**config.mk**
```make
export PLATFORM = sky130hd
export DESIGN_NAME = gfc_config_bank
export DESIGN_NICKNAME = d
export VERILOG_FILES = /design/src/core/gfc_pkg.sv /design/src/core/gfc_axis_detector.sv /design/src/core/gfc_config_bank.sv
export SDC_FILE = /design/constraint.sdc
export NUM_CORES = 1
export LEC_CHECK = 0
export ABC_AREA = 1
export BUFFER_PORTS_ARGS = -buffer_cell sky130_fd_sc_hd__buf_4
export CORE_MARGIN = 1
export CORE_UTILIZATION = 25
export CTS_BUF_LIST = sky130_fd_sc_hd__clkbuf_8
export DETAILED_ROUTE_END_ITERATION = 10
export GPL_TIMING_DRIVEN = 0
export SETUP_SLACK_MARGIN = 0.4
export SLEW_MARGIN = 15
export SYNTH_ARGS = -nofsm -noshare
export SYNTH_HDL_FRONTEND = slang
export SYNTH_SLANG_ARGS = --single-unit
export TNS_END_PERCENT = 50
```
**constraint.sdc**
```tcl
create_clock -name ref_clk_in -period 3.5 [get_ports ref_clk_in]
set_clock_uncertainty 0.2 [all_clocks]
set_input_delay 0.175 -clock ref_clk_in [delete_from_list [all_inputs] [get_ports ref_clk_in]]
set_output_delay 0.175 -clock ref_clk_in [all_outputs]
set_load 0.005 [all_outputs]
```
**src/core/gfc_pkg.sv**
```systemverilog
// Purpose: Shared constants of the gyro filter and threshold configuration bank
// Assumes: Byte wide register port, one clock domain
// Notes: Cutoffs in mHz, sensitivity in micro dps per LSB
package gfc_pkg;
  // ****************************************
  // Register offsets and reset values
  // ****************************************
  localparam logic [7:0] FILTER_RANGE_CONTROL_ADDR = 8'h0D;
  localparam logic [7:0] THRESHOLD_EVENT_CONFIG_ADDR = 8'h0E;
  localparam logic [7:0] THRESHOLD_EVENT_SOURCE_ADDR = 8'h0F;
  localparam logic [7:0] FILTER_RANGE_CONTROL_RESET = 8'h00;
  localparam logic [7:0] THRESHOLD_EVENT_CONFIG_RESET = 8'h00;
  localparam logic [7:0] THRESHOLD_EVENT_CONFIG_MASK = 8'h0F;
  // ****************************************
  // Field positions
  // ****************************************
  localparam int BW_MSB = 7;
  localparam int BW_LSB = 6;
  localparam int WIRE_BIT = 5;
  localparam int HPSEL_MSB = 4;
  localparam int HPSEL_LSB = 3;
  localparam int HPEN_BIT = 2;
  localparam int FS_MSB = 1;
  localparam int FS_LSB = 0;
  localparam int LATCH_BIT = 3;
  localparam int Z_EN_BIT = 2;
  localparam int Y_EN_BIT = 1;
  localparam int X_EN_BIT = 0;
  localparam int EA_BIT = 6;
  // ****************************************
  // Operating modes and data rates
  // ****************************************
  localparam logic [1:0] MODE_STANDBY = 2'h0;
  localparam logic [1:0] MODE_READY = 2'h1;
  localparam logic [1:0] MODE_ACTIVE = 2'h2;
  localparam logic [2:0] ODR_12P5_HZ = 3'h6;
  localparam logic [2:0] ODR_25_HZ = 3'h5;
  // ****************************************
  // Table bases at 800 Hz
  // ****************************************
  localparam logic [17:0] LPF_BASE_MHZ = 18'h3E800;
  localparam logic [13:0] HPF_BASE_00_MHZ = 14'h3A98;
  localparam logic [13:0] HPF_BASE_01_MHZ = 14'h1E14;
  localparam logic [13:0] HPF_BASE_10_MHZ = 14'h0F3C;
  localparam logic [13:0] HPF_BASE_11_MHZ = 14'h07BC;
  localparam logic [11:0] RANGE_BASE_DPS = 12'h7D0;
  localparam logic [16:0] SENS_BASE_UDPS = 17'h0F424;
endpackage

```
**src/core/gfc_axis_detector.sv**
```systemverilog
// Purpose: One axis of the rate threshold detector with debounce and latch
// Assumes: Sample strobe is one cycle, rate is two's complement
// Notes: Set wins over a clear on read in the same cycle
`timescale 1ns/100ps
module gfc_axis_detector #(
  parameter int RATE_W = 16,
  parameter int CNT_W = 8
) (
  input wire logic ref_clk_in,
  input wire logic rst_in,
  input wire logic restart_in,
  input wire logic sample_in,
  input wire logic enable_in,
  input wire logic latch_in,
  input wire logic clear_in,
  input wire logic signed [RATE_W-1:0] rate_in,
  input wire logic [RATE_W-1:0] threshold_in,
  input wire logic [CNT_W-1:0] count_in,
  output logic flag_out,
  output logic polarity_out
);
  logic [CNT_W-1:0] cnt_reg;
  logic [CNT_W-1:0] cnt_next;
  logic flag_next;
  logic pol_next;
  wire logic [RATE_W-1:0] abs_rate = rate_in[RATE_W-1] ? RATE_W'(-rate_in) : rate_in;
  wire logic above = abs_rate > threshold_in;
  wire logic held = latch_in && flag_out;
  // Counter runs while the rate sits on the side opposite the flag
  wire logic wants_change = above != flag_out;
  wire logic debounced = cnt_reg >= count_in;

  always_comb begin
    cnt_next = cnt_reg;
    flag_next = flag_out;
    pol_next = polarity_out;
    if (!enable_in || restart_in) begin
      cnt_next = '0;
      flag_next = 1'b0;
      pol_next = 1'b0;
    end else begin
      if (clear_in) begin
        flag_next = 1'b0;
        pol_next = 1'b0;
      end
      if (sample_in) begin
        if (!held) begin
          pol_next = rate_in[RATE_W-1];
        end
        if (!wants_change || held) begin
          cnt_next = '0;
        end else if (debounced) begin
          flag_next = above;
          cnt_next = '0;
        end else begin
          cnt_next = cnt_reg + 1'b1;
        end
      end
    end
  end

  always_ff @(posedge ref_clk_in or posedge rst_in) begin
    if (rst_in) begin
      cnt_reg <= '0;
      flag_out <= 1'b0;
      polarity_out <= 1'b0;
    end else begin
      cnt_reg <= cnt_next;
      flag_out <= flag_next;
      polarity_out <= pol_next;
    end
  end
endmodule

```
**src/core/gfc_config_bank.sv**
```systemverilog
// Purpose: Filter, range and rate threshold configuration registers
// Assumes: Serial engine outside presents byte reads and writes on one clock
// Notes: Read data appears one cycle after the read strobe
// ****************************************
// What this block does
// - Bandwidth field bits 7:6 picks low-pass cutoff scaled by data rate.
// - Bit 5 clear gives 4-wire serial, set gives 3-wire shared data pin.
// - Bits 4:3 pick high-pass cutoff from a table of bases, scaled by rate.
// - Bit 2 enables high-pass on output and threshold detector data.
// - High-pass state restarts on mode change, rate change or zero-rate bit.
// - Bits 1:0 pick full-scale range and matching sensitivity.
// - Detector state resets on Standby or Ready to Active.
// - Bit 3 makes threshold event flags latch.
// - Bits 2:0 enable Z, Y, X detection; disabled axis never flags.
// - Reading the event source clears latched flags.
// - Axis flag rises after rate stays above threshold for debounce count.
// ****************************************
`timescale 1ns/100ps
module gfc_config_bank #(
  parameter int RATE_W = 16,
  parameter int CNT_W = 8
) (
  input wire logic ref_clk_in,
  input wire logic rst_in,
  input wire logic [7:0] reg_addr_in,
  input wire logic [7:0] reg_wdata_in,
  input wire logic reg_write_in,
  input wire logic reg_read_in,
  output logic [7:0] reg_rdata_out,
  input wire logic [1:0] op_mode_in,
  input wire logic [2:0] output_data_rate_in,
  input wire logic zero_rate_ctrl_in,
  input wire logic sample_in,
  input wire logic signed [RATE_W-1:0] x_rate_in,
  input wire logic signed [RATE_W-1:0] y_rate_in,
  input wire logic signed [RATE_W-1:0] z_rate_in,
  input wire logic [RATE_W-1:0] rate_threshold_value_in,
  input wire logic [CNT_W-1:0] threshold_debounce_count_in,
  output logic [1:0] lowpass_bandwidth_sel_out,
  output logic serial_wire_count_sel_out,
  output logic [1:0] highpass_cutoff_sel_out,
  output logic highpass_enable_out,
  output logic [1:0] full_scale_sel_out,
  output logic [17:0] lowpass_cutoff_mhz_out,
  output logic lowpass_cutoff_valid_out,
  output logic [13:0] highpass_cutoff_mhz_out,
  output logic [11:0] range_dps_out,
  output logic [16:0] sensitivity_udps_out,
  output logic highpass_restart_out,
  output logic detector_restart_out,
  output logic [7:0] threshold_event_source_out
);
  import gfc_pkg::*;

  // ****************************************
  // Registers and decode
  // ****************************************
  logic [7:0] filter_range_control_reg;
  logic [7:0] threshold_event_config_reg;
  logic [1:0] mode_prev_reg;
  logic [2:0] odr_prev_reg;
  logic zero_prev_reg;
  logic [7:0] rdata_next;
  logic [2:0] axis_flag;
  logic [2:0] axis_pol;
  wire logic wr_frc = reg_write_in && reg_addr_in == FILTER_RANGE_CONTROL_ADDR;
  wire logic wr_tec = reg_write_in && reg_addr_in == THRESHOLD_EVENT_CONFIG_ADDR;
  wire logic rd_src = reg_read_in && reg_addr_in == THRESHOLD_EVENT_SOURCE_ADDR;
  wire logic latch_on = threshold_event_config_reg[LATCH_BIT];
  wire logic [2:0] axis_en = threshold_event_config_reg[Z_EN_BIT:X_EN_BIT];
  wire logic to_active = op_mode_in == MODE_ACTIVE &&
    (mode_prev_reg == MODE_STANDBY || mode_prev_reg == MODE_READY);
  wire logic zero_rise = zero_rate_ctrl_in && !zero_prev_reg;
  wire logic hp_restart = op_mode_in != mode_prev_reg || output_data_rate_in != odr_prev_reg ||
    zero_rise;
  wire logic ea_flag = |axis_flag;
  wire logic [7:0] source_value = {1'b0, ea_flag, axis_flag[2], axis_pol[2], axis_flag[1], axis_pol[1],
    axis_flag[0], axis_pol[0]};

  // ****************************************
  // Cutoff and range tables
  // ****************************************
  wire logic [1:0] bw = filter_range_control_reg[BW_MSB:BW_LSB];
  wire logic [1:0] hps = filter_range_control_reg[HPSEL_MSB:HPSEL_LSB];
  wire logic [1:0] fs = filter_range_control_reg[FS_MSB:FS_LSB];
  // Cutoffs scale with rate: one halving per rate step below 800 Hz
  wire logic [2:0] bw_shift = bw[1] ? 3'h2 : {2'h0, bw[0]};
  // Four bit sum keeps the carry that a three bit index would lose
  wire logic [3:0] lpf_shift = {1'b0, output_data_rate_in} + {1'b0, bw_shift};
  wire logic [17:0] lpf_value = LPF_BASE_MHZ >> lpf_shift;
  wire logic lpf_valid = !((bw != 2'h0 && output_data_rate_in == ODR_12P5_HZ) ||
    (bw[1] && output_data_rate_in == ODR_25_HZ));
  wire logic [13:0] hpf_base = hpf_base_of(hps);
  wire logic [13:0] hpf_value = hpf_base >> output_data_rate_in;
  wire logic [11:0] range_value = RANGE_BASE_DPS >> fs;
  wire logic [16:0] sens_value = SENS_BASE_UDPS >> fs;

  // Codes are not exact powers of two, hence a table of bases
  function automatic logic [13:0] hpf_base_of(input logic [1:0] sel);
    logic [13:0] v;
    unique case (sel)
      2'h0: v = HPF_BASE_00_MHZ;
      2'h1: v = HPF_BASE_01_MHZ;
      2'h2: v = HPF_BASE_10_MHZ;
      2'h3: v = HPF_BASE_11_MHZ;
    endcase
    return v;
  endfunction

  always_comb begin
    unique case (reg_addr_in)
      FILTER_RANGE_CONTROL_ADDR: rdata_next = filter_range_control_reg;
      THRESHOLD_EVENT_CONFIG_ADDR: rdata_next = threshold_event_config_reg & THRESHOLD_EVENT_CONFIG_MASK;
      THRESHOLD_EVENT_SOURCE_ADDR: rdata_next = source_value;
      default: rdata_next = 8'h00;
    endcase
  end

  // ****************************************
  // Storage
  // ****************************************
  // No mode gating on writes: the host owns that timing
  always_ff @(posedge ref_clk_in or posedge rst_in) begin
    if (rst_in) begin
      filter_range_control_reg <= FILTER_RANGE_CONTROL_RESET;
      threshold_event_config_reg <= THRESHOLD_EVENT_CONFIG_RESET;
    end else begin
      if (wr_frc) begin
        filter_range_control_reg <= reg_wdata_in;
      end
      if (wr_tec) begin
        threshold_event_config_reg <= reg_wdata_in & THRESHOLD_EVENT_CONFIG_MASK;
      end
    end
  end

  // ****************************************
  // Read data, event source and restarts
  // ****************************************
  // Restarts are registered pulses, one cycle after the change
  always_ff @(posedge ref_clk_in or posedge rst_in) begin
    if (rst_in) begin
      mode_prev_reg <= MODE_STANDBY;
      odr_prev_reg <= 3'h0;
      zero_prev_reg <= 1'b0;
      reg_rdata_out <= 8'h00;
      highpass_restart_out <= 1'b0;
      detector_restart_out <= 1'b0;
      threshold_event_source_out <= 8'h00;
    end else begin
      mode_prev_reg <= op_mode_in;
      odr_prev_reg <= output_data_rate_in;
      zero_prev_reg <= zero_rate_ctrl_in;
      if (reg_read_in) begin
        reg_rdata_out <= rdata_next;
      end
      highpass_restart_out <= hp_restart;
      detector_restart_out <= to_active;
      threshold_event_source_out <= source_value;
    end
  end

  // ****************************************
  // Field copies and table outputs
  // ****************************************
  // Tables follow the rate input one cycle later, no mode gating
  always_ff @(posedge ref_clk_in or posedge rst_in) begin
    if (rst_in) begin
      lowpass_bandwidth_sel_out <= 2'h0;
      serial_wire_count_sel_out <= 1'b0;
      highpass_cutoff_sel_out <= 2'h0;
      highpass_enable_out <= 1'b0;
      full_scale_sel_out <= 2'h0;
      lowpass_cutoff_mhz_out <= 18'h00000;
      lowpass_cutoff_valid_out <= 1'b0;
      highpass_cutoff_mhz_out <= 14'h0000;
      range_dps_out <= 12'h000;
      sensitivity_udps_out <= 17'h00000;
    end else begin
      lowpass_bandwidth_sel_out <= bw;
      serial_wire_count_sel_out <= filter_range_control_reg[WIRE_BIT];
      highpass_cutoff_sel_out <= hps;
      highpass_enable_out <= filter_range_control_reg[HPEN_BIT];
      full_scale_sel_out <= fs;
      lowpass_cutoff_mhz_out <= lpf_valid ? lpf_value : 18'h00000;
      lowpass_cutoff_valid_out <= lpf_valid;
      highpass_cutoff_mhz_out <= hpf_value;
      range_dps_out <= range_value;
      sensitivity_udps_out <= sens_value;
    end
  end

  // ****************************************
  // Axis detectors
  // ****************************************
  wire logic signed [RATE_W-1:0] axis_rate [3] = '{x_rate_in, y_rate_in, z_rate_in};

  for (genvar a = 0; a < 3; a++) begin : g_axis
    gfc_axis_detector #(
      .RATE_W(RATE_W),
      .CNT_W(CNT_W)
    ) u_det (
      .ref_clk_in(ref_clk_in),
      .rst_in(rst_in),
      .restart_in(to_active),
      .sample_in(sample_in),
      .enable_in(axis_en[a]),
      .latch_in(latch_on),
      .clear_in(rd_src && latch_on),
      // Same index as the enable bit and the flag, X at 0
      .rate_in(axis_rate[a]),
      .threshold_in(rate_threshold_value_in),
      .count_in(threshold_debounce_count_in),
      .flag_out(axis_flag[a]),
      .polarity_out(axis_pol[a])
    );
  end
endmodule

```
==> flow_summary.yaml, run 1 <==
run_status:
  status: "complete, no violations"
setup_path:
  r2r_start: "filter_range_control_reg[6]"
  path_cells: "buf_4 > inv_1 > ha_1 > nand3_1 > nor2_1 > nand3_1 > nor3_1 > nand2_1 > o21ai_1 > xnor2_1 > ha_1 > nand2_1 > nor3_2 > nand3_1 > nand2_1 > nand2_1 > a21oi_2 > nand2_1 > nand2_1"
  cpPeakStageDelay_ns: 0.27
  worst_path_max_delay_cell: "ha_1"
  cp.required_ns: 3.68
  cp_num_buf_inv: 2
  end_kind: "register"
  crit_type: "in -> reg"
  r2r_cells: 11
  cp.arrival_ns: 2.93
  critPathTopFamily: "simple AND/OR/NAND/NOR gates"
  reg2reg_slack_ns: 0.88
  path_max_fanout: 4
  crit_start: "y_rate_in[0]"
  reg2reg_to: "lowpass_cutoff_mhz_out[4]"
  critPathLaunchType: "primary input"
  critical_path.most_common_cell: "nand2_1"
job:
  max-cap-violations: 0
timing:
  setup_viol: 0
  max_freq_mhz: 364
  setup-tns-final_ns: 0
  rsz0062_at_grt: "no"
  period_needed_ns: 2.75
  fin_crit_sh_pct: 78.5
  hold_viol_final: 0
  tightest_slew_ns: 0.568
  relSlewSlack_pct: 62.1
  slew_violations: 0
yosys:
  yosysSeqAreaShare_pct: 36.3
  synth_xor_area_share_pct: 6.79
  yosysWarnings: 0
  synth_area_per_cell_um2: 7.99
  async_flop_share_pct: 100
  yosys-top-cells-area: "dfrtp_1, ha_1, nand2_1"
  ys_seq_elements: 116
  synth_top_family_by_area: "simple AND/OR/NAND/NOR gates"
  synth_top_area_share_pct: 36.3
  yosys.area.top_type: "dfrtp_1"
  synth-edff-count: 0
  synth_commonest_cells: "nand2_1, inv_1, dfrtp_1"
  synth-simple-area-share_pct: 24.1
  yosys.area_share.adder_pct: 14.3
  synth_cell_type_count: 49
  syn_inst: 1001
  ys.flop_type: "dfrtp_1"
  synth_compound_area_share_pct: 8.96
  yosysMostFrequentCell: "nand2_1"
  syn_area_um2: 8000
  synthMuxAreaShare_pct: 0.938
place:
  dp.final_hpwl_mm: 18.2
  port_buffers: 179
  gp_congestion: 0.907
  place_inst: 1590
power:
  peakVddDrop_uv: 180
  powerDensity_nw_per_um2: 327
  p_leak_uw: 0.00555
layout:
  diodes: 0
  drive_above_1_share_pct: 22.2
  largest_reg_flops: 24
  fillers: 3301
  area_delta_synth_final_pct: 32.7
  fin_nets: 1419
  fin_cells: 1644
detailed_routing:
  ant_nets: 0
  routed_via_density: 4.43
  wl_per_cell_um: 13.5
  drc: 0
  drt_wl_total_mm: 22.2
  drt_first_iter_violations: 436
  vias: 7286
  drt_pass1_iterations: 5
floorplan:
  die_x_um: 181
  ios: 187
  die_y_um: 181
  core_um2: 31600
  initial_core_util_pct: 25.4
  num_rows: 65
  dieArea_um2: 32700
cts:
  clock-root-buffer: "clkbuf_8"
  htreeDepth: 4
  post_cts_buffers: 0
  cts_tree: "yes"
  clk_pin_slew_worst_paths_ns: 0.08
  cts-buffers-inserted: 17
  ctsLongestPathBuffers: 2
  clkLatencyLatePin_ns: 0.44
  clock-sinks: 116
global_routing:
  grt_use_total_pct: 13.8
  grt_antenna_before_repair: 0
  grt_pass1_vias: 7071
  grt_overflow_total: 0
  grt_first_pass_wirelength_mm: 35.9
  grt_start_max_net_pins: 37
worst_hold_path:
  hold_class: "in -> reg"
  worstHoldStart: "z_rate_in[15]"
  hold_end: "g_axis[2].u_det.polarity_out"
  worstHoldPathCells: 3
[metrics by stage]
| stage | hold WS [ns] | setup slack (ns) | power [uW] | utilization (%) | instance area (um^2) |
|---|---|---|---|---|---|
| floorplan | 0.00643 | 0.906 | 1840 | - | 8020 |
| global placement | 0.110 | 0.191 | 2130 | 31.3 | 9870 |
| detailed placement | -0.0943 | 0.149 | 2150 | 31.6 | 9960 |
| CTS | 0.0151 | 0.613 | 3510 | 33.6 | 10600 |
| global route | 0.0301 | 0.407 | 3680 | 33.7 | 10600 |
| finish | 0.0356 | 0.752 | 3480 | 33.7 | 10600 |
[metal layers]
layer	track usage (%)	vias up	part of all wire [%]
met5	0	-	0
met4	3.35	0	1.4
met3	3.45	15	6.2
met2	23.3	216	47
met1	17.6	3356	45
li1	-	3699	-
[layout by cell type, fill, tap and decap left out, types with 5 or more instances in the layout]
| master | synthesis | layout |
|---|---|---|
| xnor2_1 | 17 | 17 |
| nand4_1 | 29 | 29 |
| inv_1 | 117 | 117 |
| clkbuf_1 | 10 | 10 |
| nand3b_1 | 6 | 6 |
| o22ai_1 | 5 | 5 |
| buf_4 | 22 | 201 |
| o21ai_0 | 32 | 32 |
| nand3_1 | 28 | 28 |
| ha_1 | 90 | 90 |
| clkbuf_8 | 0 | 18 |
| nand2_1 | 242 | 242 |
| dlygate4sd3_1 | 0 | 22 |
| a21oi_2 | 9 | 8 |
| inv_2 | 5 | 5 |
| a21oi_1 | 52 | 52 |
| nor2_1 | 94 | 94 |
| nor3_1 | 25 | 23 |
| conb_1 | 2 | 6 |
| xor2_1 | 45 | 45 |
| dfrtp_1 | 116 | 116 |
[power by group]
part	total (uW)	internal [uW]	switching, uW	leakage, uW
Clock	1340	730	605	0.000208
Sequential	1420	1390	26.5	0.00147
Combinational	726	333	393	0.00387
Total	3480	2450	1030	0.00555
[kinds of logic (layout without fill, tap and decap cells)]
| family | after synthesis | after routing |
|---|---|---|
| compound gates | 124 | 124 |
| xor+xnor | 62 | 62 |
| fa+ha+maj | 91 | 91 |
| buf+inv | 157 | 394 |
| flops | 116 | 116 |
| mux | 6 | 6 |
| other cells | 2 | 6 |
| simple gates | 443 | 443 |
[repair_timing]
item,in CTS,in global routing
hold endpoints to repair,123,0
gates resized for setup,0,3
endpoints found under the setup margin,0,14
hold buffers,22,0
[final cells by class]
cell class | instances | area, um^2 | share of cell area [%]
clock buffers | 18 | 248 | 2.33
plain buffers | 34 | 218 | 2.05
flip-flops and latches | 116 | 2900 | 27.3
multi-input cells | 732 | 4450 | 41.9
repair buffers | 205 | 1650 | 15.6
inverters | 123 | 470 | 4.43
well taps | 402 | 503 | 4.74
clock inverters | 14 | 178 | 1.67
[worst register-to-register path: cells and delay by family (launching register included)]
family / cells / cell delay [ns]
DFF: 1 / 0.41
adders and majority gates: 2 / 0.61
AOI/OAI and AO/OA: 2 / 0.24
buffers and inverters: 2 / 0.29
and+or+nand+nor: 5 / 0.73
[worst max path at each step]
stage                                 endpoint  cells after the start
detailed placement  g_axis[1].u_det.cnt_reg[4]                     19
floorplan           g_axis[2].u_det.cnt_reg[2]                     18
finish              g_axis[1].u_det.cnt_reg[4]                     19
global placement    g_axis[1].u_det.cnt_reg[5]                     19
global route        g_axis[1].u_det.cnt_reg[5]                     19
CTS                 g_axis[1].u_det.cnt_reg[4]                     19
Note: power is estimated with default switching activity, not from simulation.
==> run 2: changes to the inputs <==
==> constraint.sdc (replaced) <==
create_clock -name ref_clk_in -period 2.2 [get_ports ref_clk_in]
set_clock_uncertainty 0.2 [all_clocks]
set_input_delay 0.11 -clock ref_clk_in [delete_from_list [all_inputs] [get_ports ref_clk_in]]
set_output_delay 0.11 -clock ref_clk_in [all_outputs]
set_load 0.005 [all_outputs]
==> run 2 against run 1 <==
Against the previous run: the run now ends with setup timing left; combinational power increased by 110%; design area increased by 12%; register-to-register slack got worse by 0.83 ns; critical path depth unchanged; sequential share of layout area decreased by 2.9 points; critical path type unchanged; global-route usage increased by 0.86 points; utilization increased by 4.1 points; clock power increased by 60%; non-clock buffer count increased by 43.
==> flow_summary.yaml, run 2 (synthesized netlist as in run 1, its figures left out) <==
power:
  p_leak_uw: 0.00595
  pwr-share-clk_pct: 36.4
  swShare_pct: 31.0
  peakVddDrop_uv: 294
  power.share.sequential_pct: 38.3
  powerDensity_nw_per_um2: 493
  combPwrFrac_pct: 25.3
  p_int_uw: 4060
  total_power_uw: 5880
  netSwitchingPower_uw: 1820
run_status:
  violations: "setup timing"
  status: "finished, violations left"
setup_path:
  path_max_fanout: 4
  crit_type: "in -> reg"
  critPathLaunchType: "primary input"
  cp.required_ns: 2.38
  end_kind: "register"
  worst_path_max_delay_cell: "nor3_4"
  critPathTopFamily: "simple AND/OR/NAND/NOR gates"
  path_cells: "buf_6 > inv_4 > nand3_2 > nor2_1 > nand2_1 > nor2_2 > nand3_2 > nor3_4 > nand2_2 > nor4_2 > ha_1 > nand2_2 > nor3_4 > nand2_2 > nand2_4 > nand3_4 > a21oi_4 > nand2_1 > nand2_1"
  cp_num_buf_inv: 2
  cpPeakStageDelay_ns: 0.26
  cp.arrival_ns: 2.59
global_routing:
  grt_use_total_pct: 14.7
  grt_antenna_before_repair: 0
  grt_start_max_net_pins: 37
  grt_overflow_total: 0
  grt_first_pass_wirelength_mm: 38.2
  grt_pass1_vias: 7418
timing:
  whs_ns: 0.0333
  setup_viol: 23
  worst_slack_ns: -0.207
  tightest_slew_ns: 0.561
  hold_viol_final: 0
  relSlewSlack_pct: 62.6
  max_freq_mhz: 415
  rsz0062_at_grt: "yes"
  fin_crit_sh_pct: 109
  period_needed_ns: 2.41
  slew_violations: 0
layout:
  seq_area_um2: 2910
  fin_nets: 1462
  fillers: 3133
  multiInputGateArea_um2: 5240
  final_common_cell: "buf_4"
  area_delta_synth_final_pct: 48.9
  diodes: 0
  largest_reg_flops: 24
  final_cell_mix: "buf_4, nand2_1, dfrtp_1"
  drive_above_1_share_pct: 35.6
cts:
  cts-buffers-inserted: 17
  htreeDepth: 4
  clock-sinks: 116
  cts_tree: "yes"
  clock-root-buffer: "clkbuf_8"
  clk_pin_slew_worst_paths_ns: 0.08
  ctsLongestPathBuffers: 2
  clkLatencyLatePin_ns: 0.44
detailed_routing:
  drt_pass1_iterations: 5
  drt_first_iter_violations: 395
  drc: 0
  routed_via_density: 4.56
  wl_per_cell_um: 14.4
  drt_wl_total_mm: 24.3
  vias: 7698
  ant_nets: 0
floorplan:
  num_rows: 65
  core_um2: 31600
  ios: 187
  die_y_um: 181
  initial_core_util_pct: 25.4
  dieArea_um2: 32700
  die_x_um: 181
place:
  gp_congestion: 0.907
  port_buffers: 179
  dp.final_hpwl_mm: 18.2
job:
  max-cap-violations: 0
worst_hold_path:
  hold_class: "in -> reg"
==> run 2: cell type report <==
| cell class | count | share of cell area (%) |
|---|---|---|
| multi-input combinational | 732 | 44.0 |
| clock inverter | 14 | 1.49 |
| clock buffer | 18 | 2.08 |
| sequential | 116 | 24.4 |
| inverter | 123 | 4.43 |
| buffer | 34 | 1.88 |
| tap | 402 | 4.22 |
| timing repair buffer | 248 | 17.5 |
==> run 2: routing by layer <==
metal  share of wire [%]  global-route usage [%]  vias up
met1                  43                    18.3     3631
met4                 1.6                    3.56        0
met3                 5.5                    3.55       26
li1                    -                       -     3796
met2                  50                    25.4      245
met5                   0                       0        -
==> run 2: worst min-delay path, delay by kind of cell <==
| kind | cells | cell delay [ns] |
|---|---|---|
| buffers and inverters | 2 | 0.14 |
| and+or+nand+nor | 1 | 0.16 |
| AOI/OAI and AO/OA | 2 | 0.21 |
==> run 2: timing repair <==
item,in CTS,in global routing
pin swaps,90,97
gates resized for setup,141,127
endpoints found under the hold margin,134,0
hold buffers,27,0
setup endpoints to repair,56,83
setup buffers,21,17
==> run 2: power by group through the flow <==
stage / registers (uW) / clock network [uW] / logic, uW
detailed placement: 2290 / 0 / 1130
finish: 2250 / 2140 / 1490
CTS: 2250 / 2170 / 1320
global route: 2260 / 2280 / 1650
global placement: 2290 / 0 / 1090
floorplan: 2290 / 0 / 639
==> run 2: path summary, 6_finish.rpt <==
check | from | to | slack [ns] | cells past startpoint
worst max-delay path | z_rate_in[2] | g_axis[2].u_det.cnt_reg[4] | -0.21 | 19
worst min-delay path | reg_addr_in[1] | reg_rdata_out[1] | 0.03 | 5
worst max register to register | filter_range_control_reg[6] | lowpass_cutoff_mhz_out[8] | 0.05 | 8
worst min register to register | filter_range_control_reg[2] | highpass_enable_out | 0.22 | 0
max in group asynchronous | rst_in | g_axis[1].u_det.cnt_reg[1] | 0.94 | 7
min in group asynchronous | rst_in | sensitivity_udps_out[2] | 0.06 | 4
==> run 2: metrics by stage <==
step           instance area (um^2)  instances  util, %  TNS, ns  setup slack [ns]
2_1_floorplan                  8020       1005        -    -7.74            -0.329
3_3_place_gp                   9870       1586     31.3   -61.33             -1.04
3_5_place_dp                   9960       1590     31.6   -28.05             -1.09
4_1_cts                       11300       1670     35.8    -4.15            -0.246
5_1_grt                       11900       1687     37.8    -6.78            -0.437
6_report                      11900       1687     37.8    -2.26            -0.207
==> run 3: changes to the inputs <==
==> constraint.sdc (replaced) <==
create_clock -name ref_clk_in -period 3.1 [get_ports ref_clk_in]
set_clock_uncertainty 0.2 [all_clocks]
set_input_delay 0.155 -clock ref_clk_in [delete_from_list [all_inputs] [get_ports ref_clk_in]]
set_output_delay 0.155 -clock ref_clk_in [all_outputs]
set_load 0.005 [all_outputs]
==> run 3 against run 2 <==
Against the previous run: the flow now finishes without violations; non-clock buffer count shrank 40; sequential power shrank 29%; critical path depth shrank 4; total power shrank 33%; die area is the same; utilization shrank 3.3 points; critical endpoint is now g_axis[2].u_det.cnt_reg[6].
==> flow_summary.yaml, run 3 (synthesized netlist as in run 1, its figures left out) <==
run_status:
  status: "complete, no violations"
worst_hold_path:
  worstHoldPathCells: 4
  hold_class: "in -> reg"
layout:
  largest_reg_flops: 24
  area_delta_synth_final_pct: 35.7
  diodes: 0
  stdcell_area_um2: 10900
  final_cell_mix: "nand2_1, buf_4, dfrtp_1"
  final_common_cell: "nand2_1"
  drive_above_1_share_pct: 26.1
  fin_cells: 1647
  fin_nets: 1422
setup_path:
  crit_type: "in -> reg"
  r2r_cells: 11
  reg2reg_to: "lowpass_cutoff_mhz_out[4]"
  cp.required_ns: 3.22
  critPathLaunchType: "primary input"
  reg2reg_slack_ns: 0.62
  end_kind: "register"
  crit_end: "g_axis[2].u_det.cnt_reg[6]"
  r2r_start: "filter_range_control_reg[6]"
  path_max_fanout: 7
  crit_start: "z_rate_in[15]"
  cp.arrival_ns: 2.68
place:
  gp_congestion: 0.907
  port_buffers: 179
  placed_cell_area_um2: 9960
  place_inst: 1590
  dp.final_hpwl_mm: 18.2
cts:
  cts-buffers-inserted: 17
  clkLatencyLatePin_ns: 0.44
  htreeDepth: 4
  clock-sinks: 116
  clk_pin_slew_worst_paths_ns: 0.07
  cts_tree: "yes"
  ctsLongestPathBuffers: 2
  clock-root-buffer: "clkbuf_8"
global_routing:
  grt_start_max_net_pins: 37
  grt_antenna_before_repair: 0
  grt_first_pass_wirelength_mm: 36.0
  grt_use_total_pct: 13.8
  grt_pass1_vias: 7088
  grt_overflow_total: 0
floorplan:
  die_x_um: 181
  dieArea_um2: 32700
  num_rows: 65
  die_y_um: 181
  initial_core_util_pct: 25.4
  core_um2: 31600
  ios: 187
detailed_routing:
  routed_via_density: 4.46
  wl_per_cell_um: 13.6
  vias: 7350
  drc: 0
  drt_first_iter_violations: 364
  drt_wl_total_mm: 22.4
  drt_pass1_iterations: 5
  ant_nets: 0
timing:
  period_needed_ns: 2.55
  hold_viol_final: 0
  setup_viol: 0
  max_freq_mhz: 392
  tightest_slew_ns: 0.573
  rsz0062_at_grt: "yes"
  relSlewSlack_pct: 61.8
  fin_crit_sh_pct: 82.3
  slew_violations: 0
  whs_ns: 0.0340
job:
  max-cap-violations: 0
power:
  p_leak_uw: 0.00560
  powerDensity_nw_per_um2: 365
  peakVddDrop_uv: 203
-- run 3: layout make-up --
| class | count | area (um^2) |
|---|---|---|
| clock buffer | 18 | 248 |
| buffer | 34 | 219 |
| sequential | 116 | 2900 |
| clock inverter | 14 | 178 |
| tap | 402 | 503 |
| inverter | 123 | 475 |
| fill | 3272 | 20700 |
| timing repair buffer | 208 | 1680 |
| multi-input combinational | 732 | 4660 |
-- run 3: worst min-delay path by stage --
stage	from	end	slack, ns
3_3_place_gp	op_mode_in[1]	mode_prev_reg[1]	0.09
3_5_place_dp	rst_in	sensitivity_udps_out[10]	-0.11
5_1_grt	reg_addr_in[3]	reg_rdata_out[7]	0.03
6_report	reg_addr_in[3]	reg_rdata_out[7]	0.03
4_1_cts	reg_addr_in[3]	reg_rdata_out[7]	0.01
2_1_floorplan	op_mode_in[0]	mode_prev_reg[0]	-0.01
-- run 3: through the flow --
step           setup TNS [ns]  setup slack [ns]  power, uW  utilization, %
2_1_floorplan               0             0.526       2080               -
3_3_place_gp            -2.26            -0.189       2400            31.3
3_5_place_dp            -3.09            -0.231       2430            31.6
4_1_cts                     0             0.360       3970            33.7
5_1_grt                     0             0.359       4200            34.4
6_report                    0             0.548       3960            34.4
-- run 3: repair_timing --
item	in CTS	in global routing
buffers inserted	0	2
pin swaps	3	38
hold endpoints to repair	124	0
hold buffers	23	0
endpoints found under the setup margin	18	30
gates resized for setup	6	59
-- run 3: per-layer routing --
metal / routed length, um / GRT usage, %
met4: 308 / 3.35
met3: 1330 / 3.45
met5: 0 / 0
met1: 10100 / 17.7
met2: 10700 / 23.3
-- run 3: power by group --
group          internal (uW)  total, uW  switching, uW
combinational            392        861            469
clock                    825       1500            680
sequential              1570       1600           30.0
-- run 3: critical path, stage by stage --
cell	delay (ns)
dlygate4sd3_1	0.54
buf_4	0.14
inv_1	0.24
nor2_1	0.10
xor2_1	0.15
ha_1	0.32
nand4_1	0.12
nor3_2	0.23
nand2_1	0.09
nand2_2	0.12
nand2_2	0.09
nand2_2	0.10
nand2_1	0.12
nand4_1	0.09
nand2_1	0.06
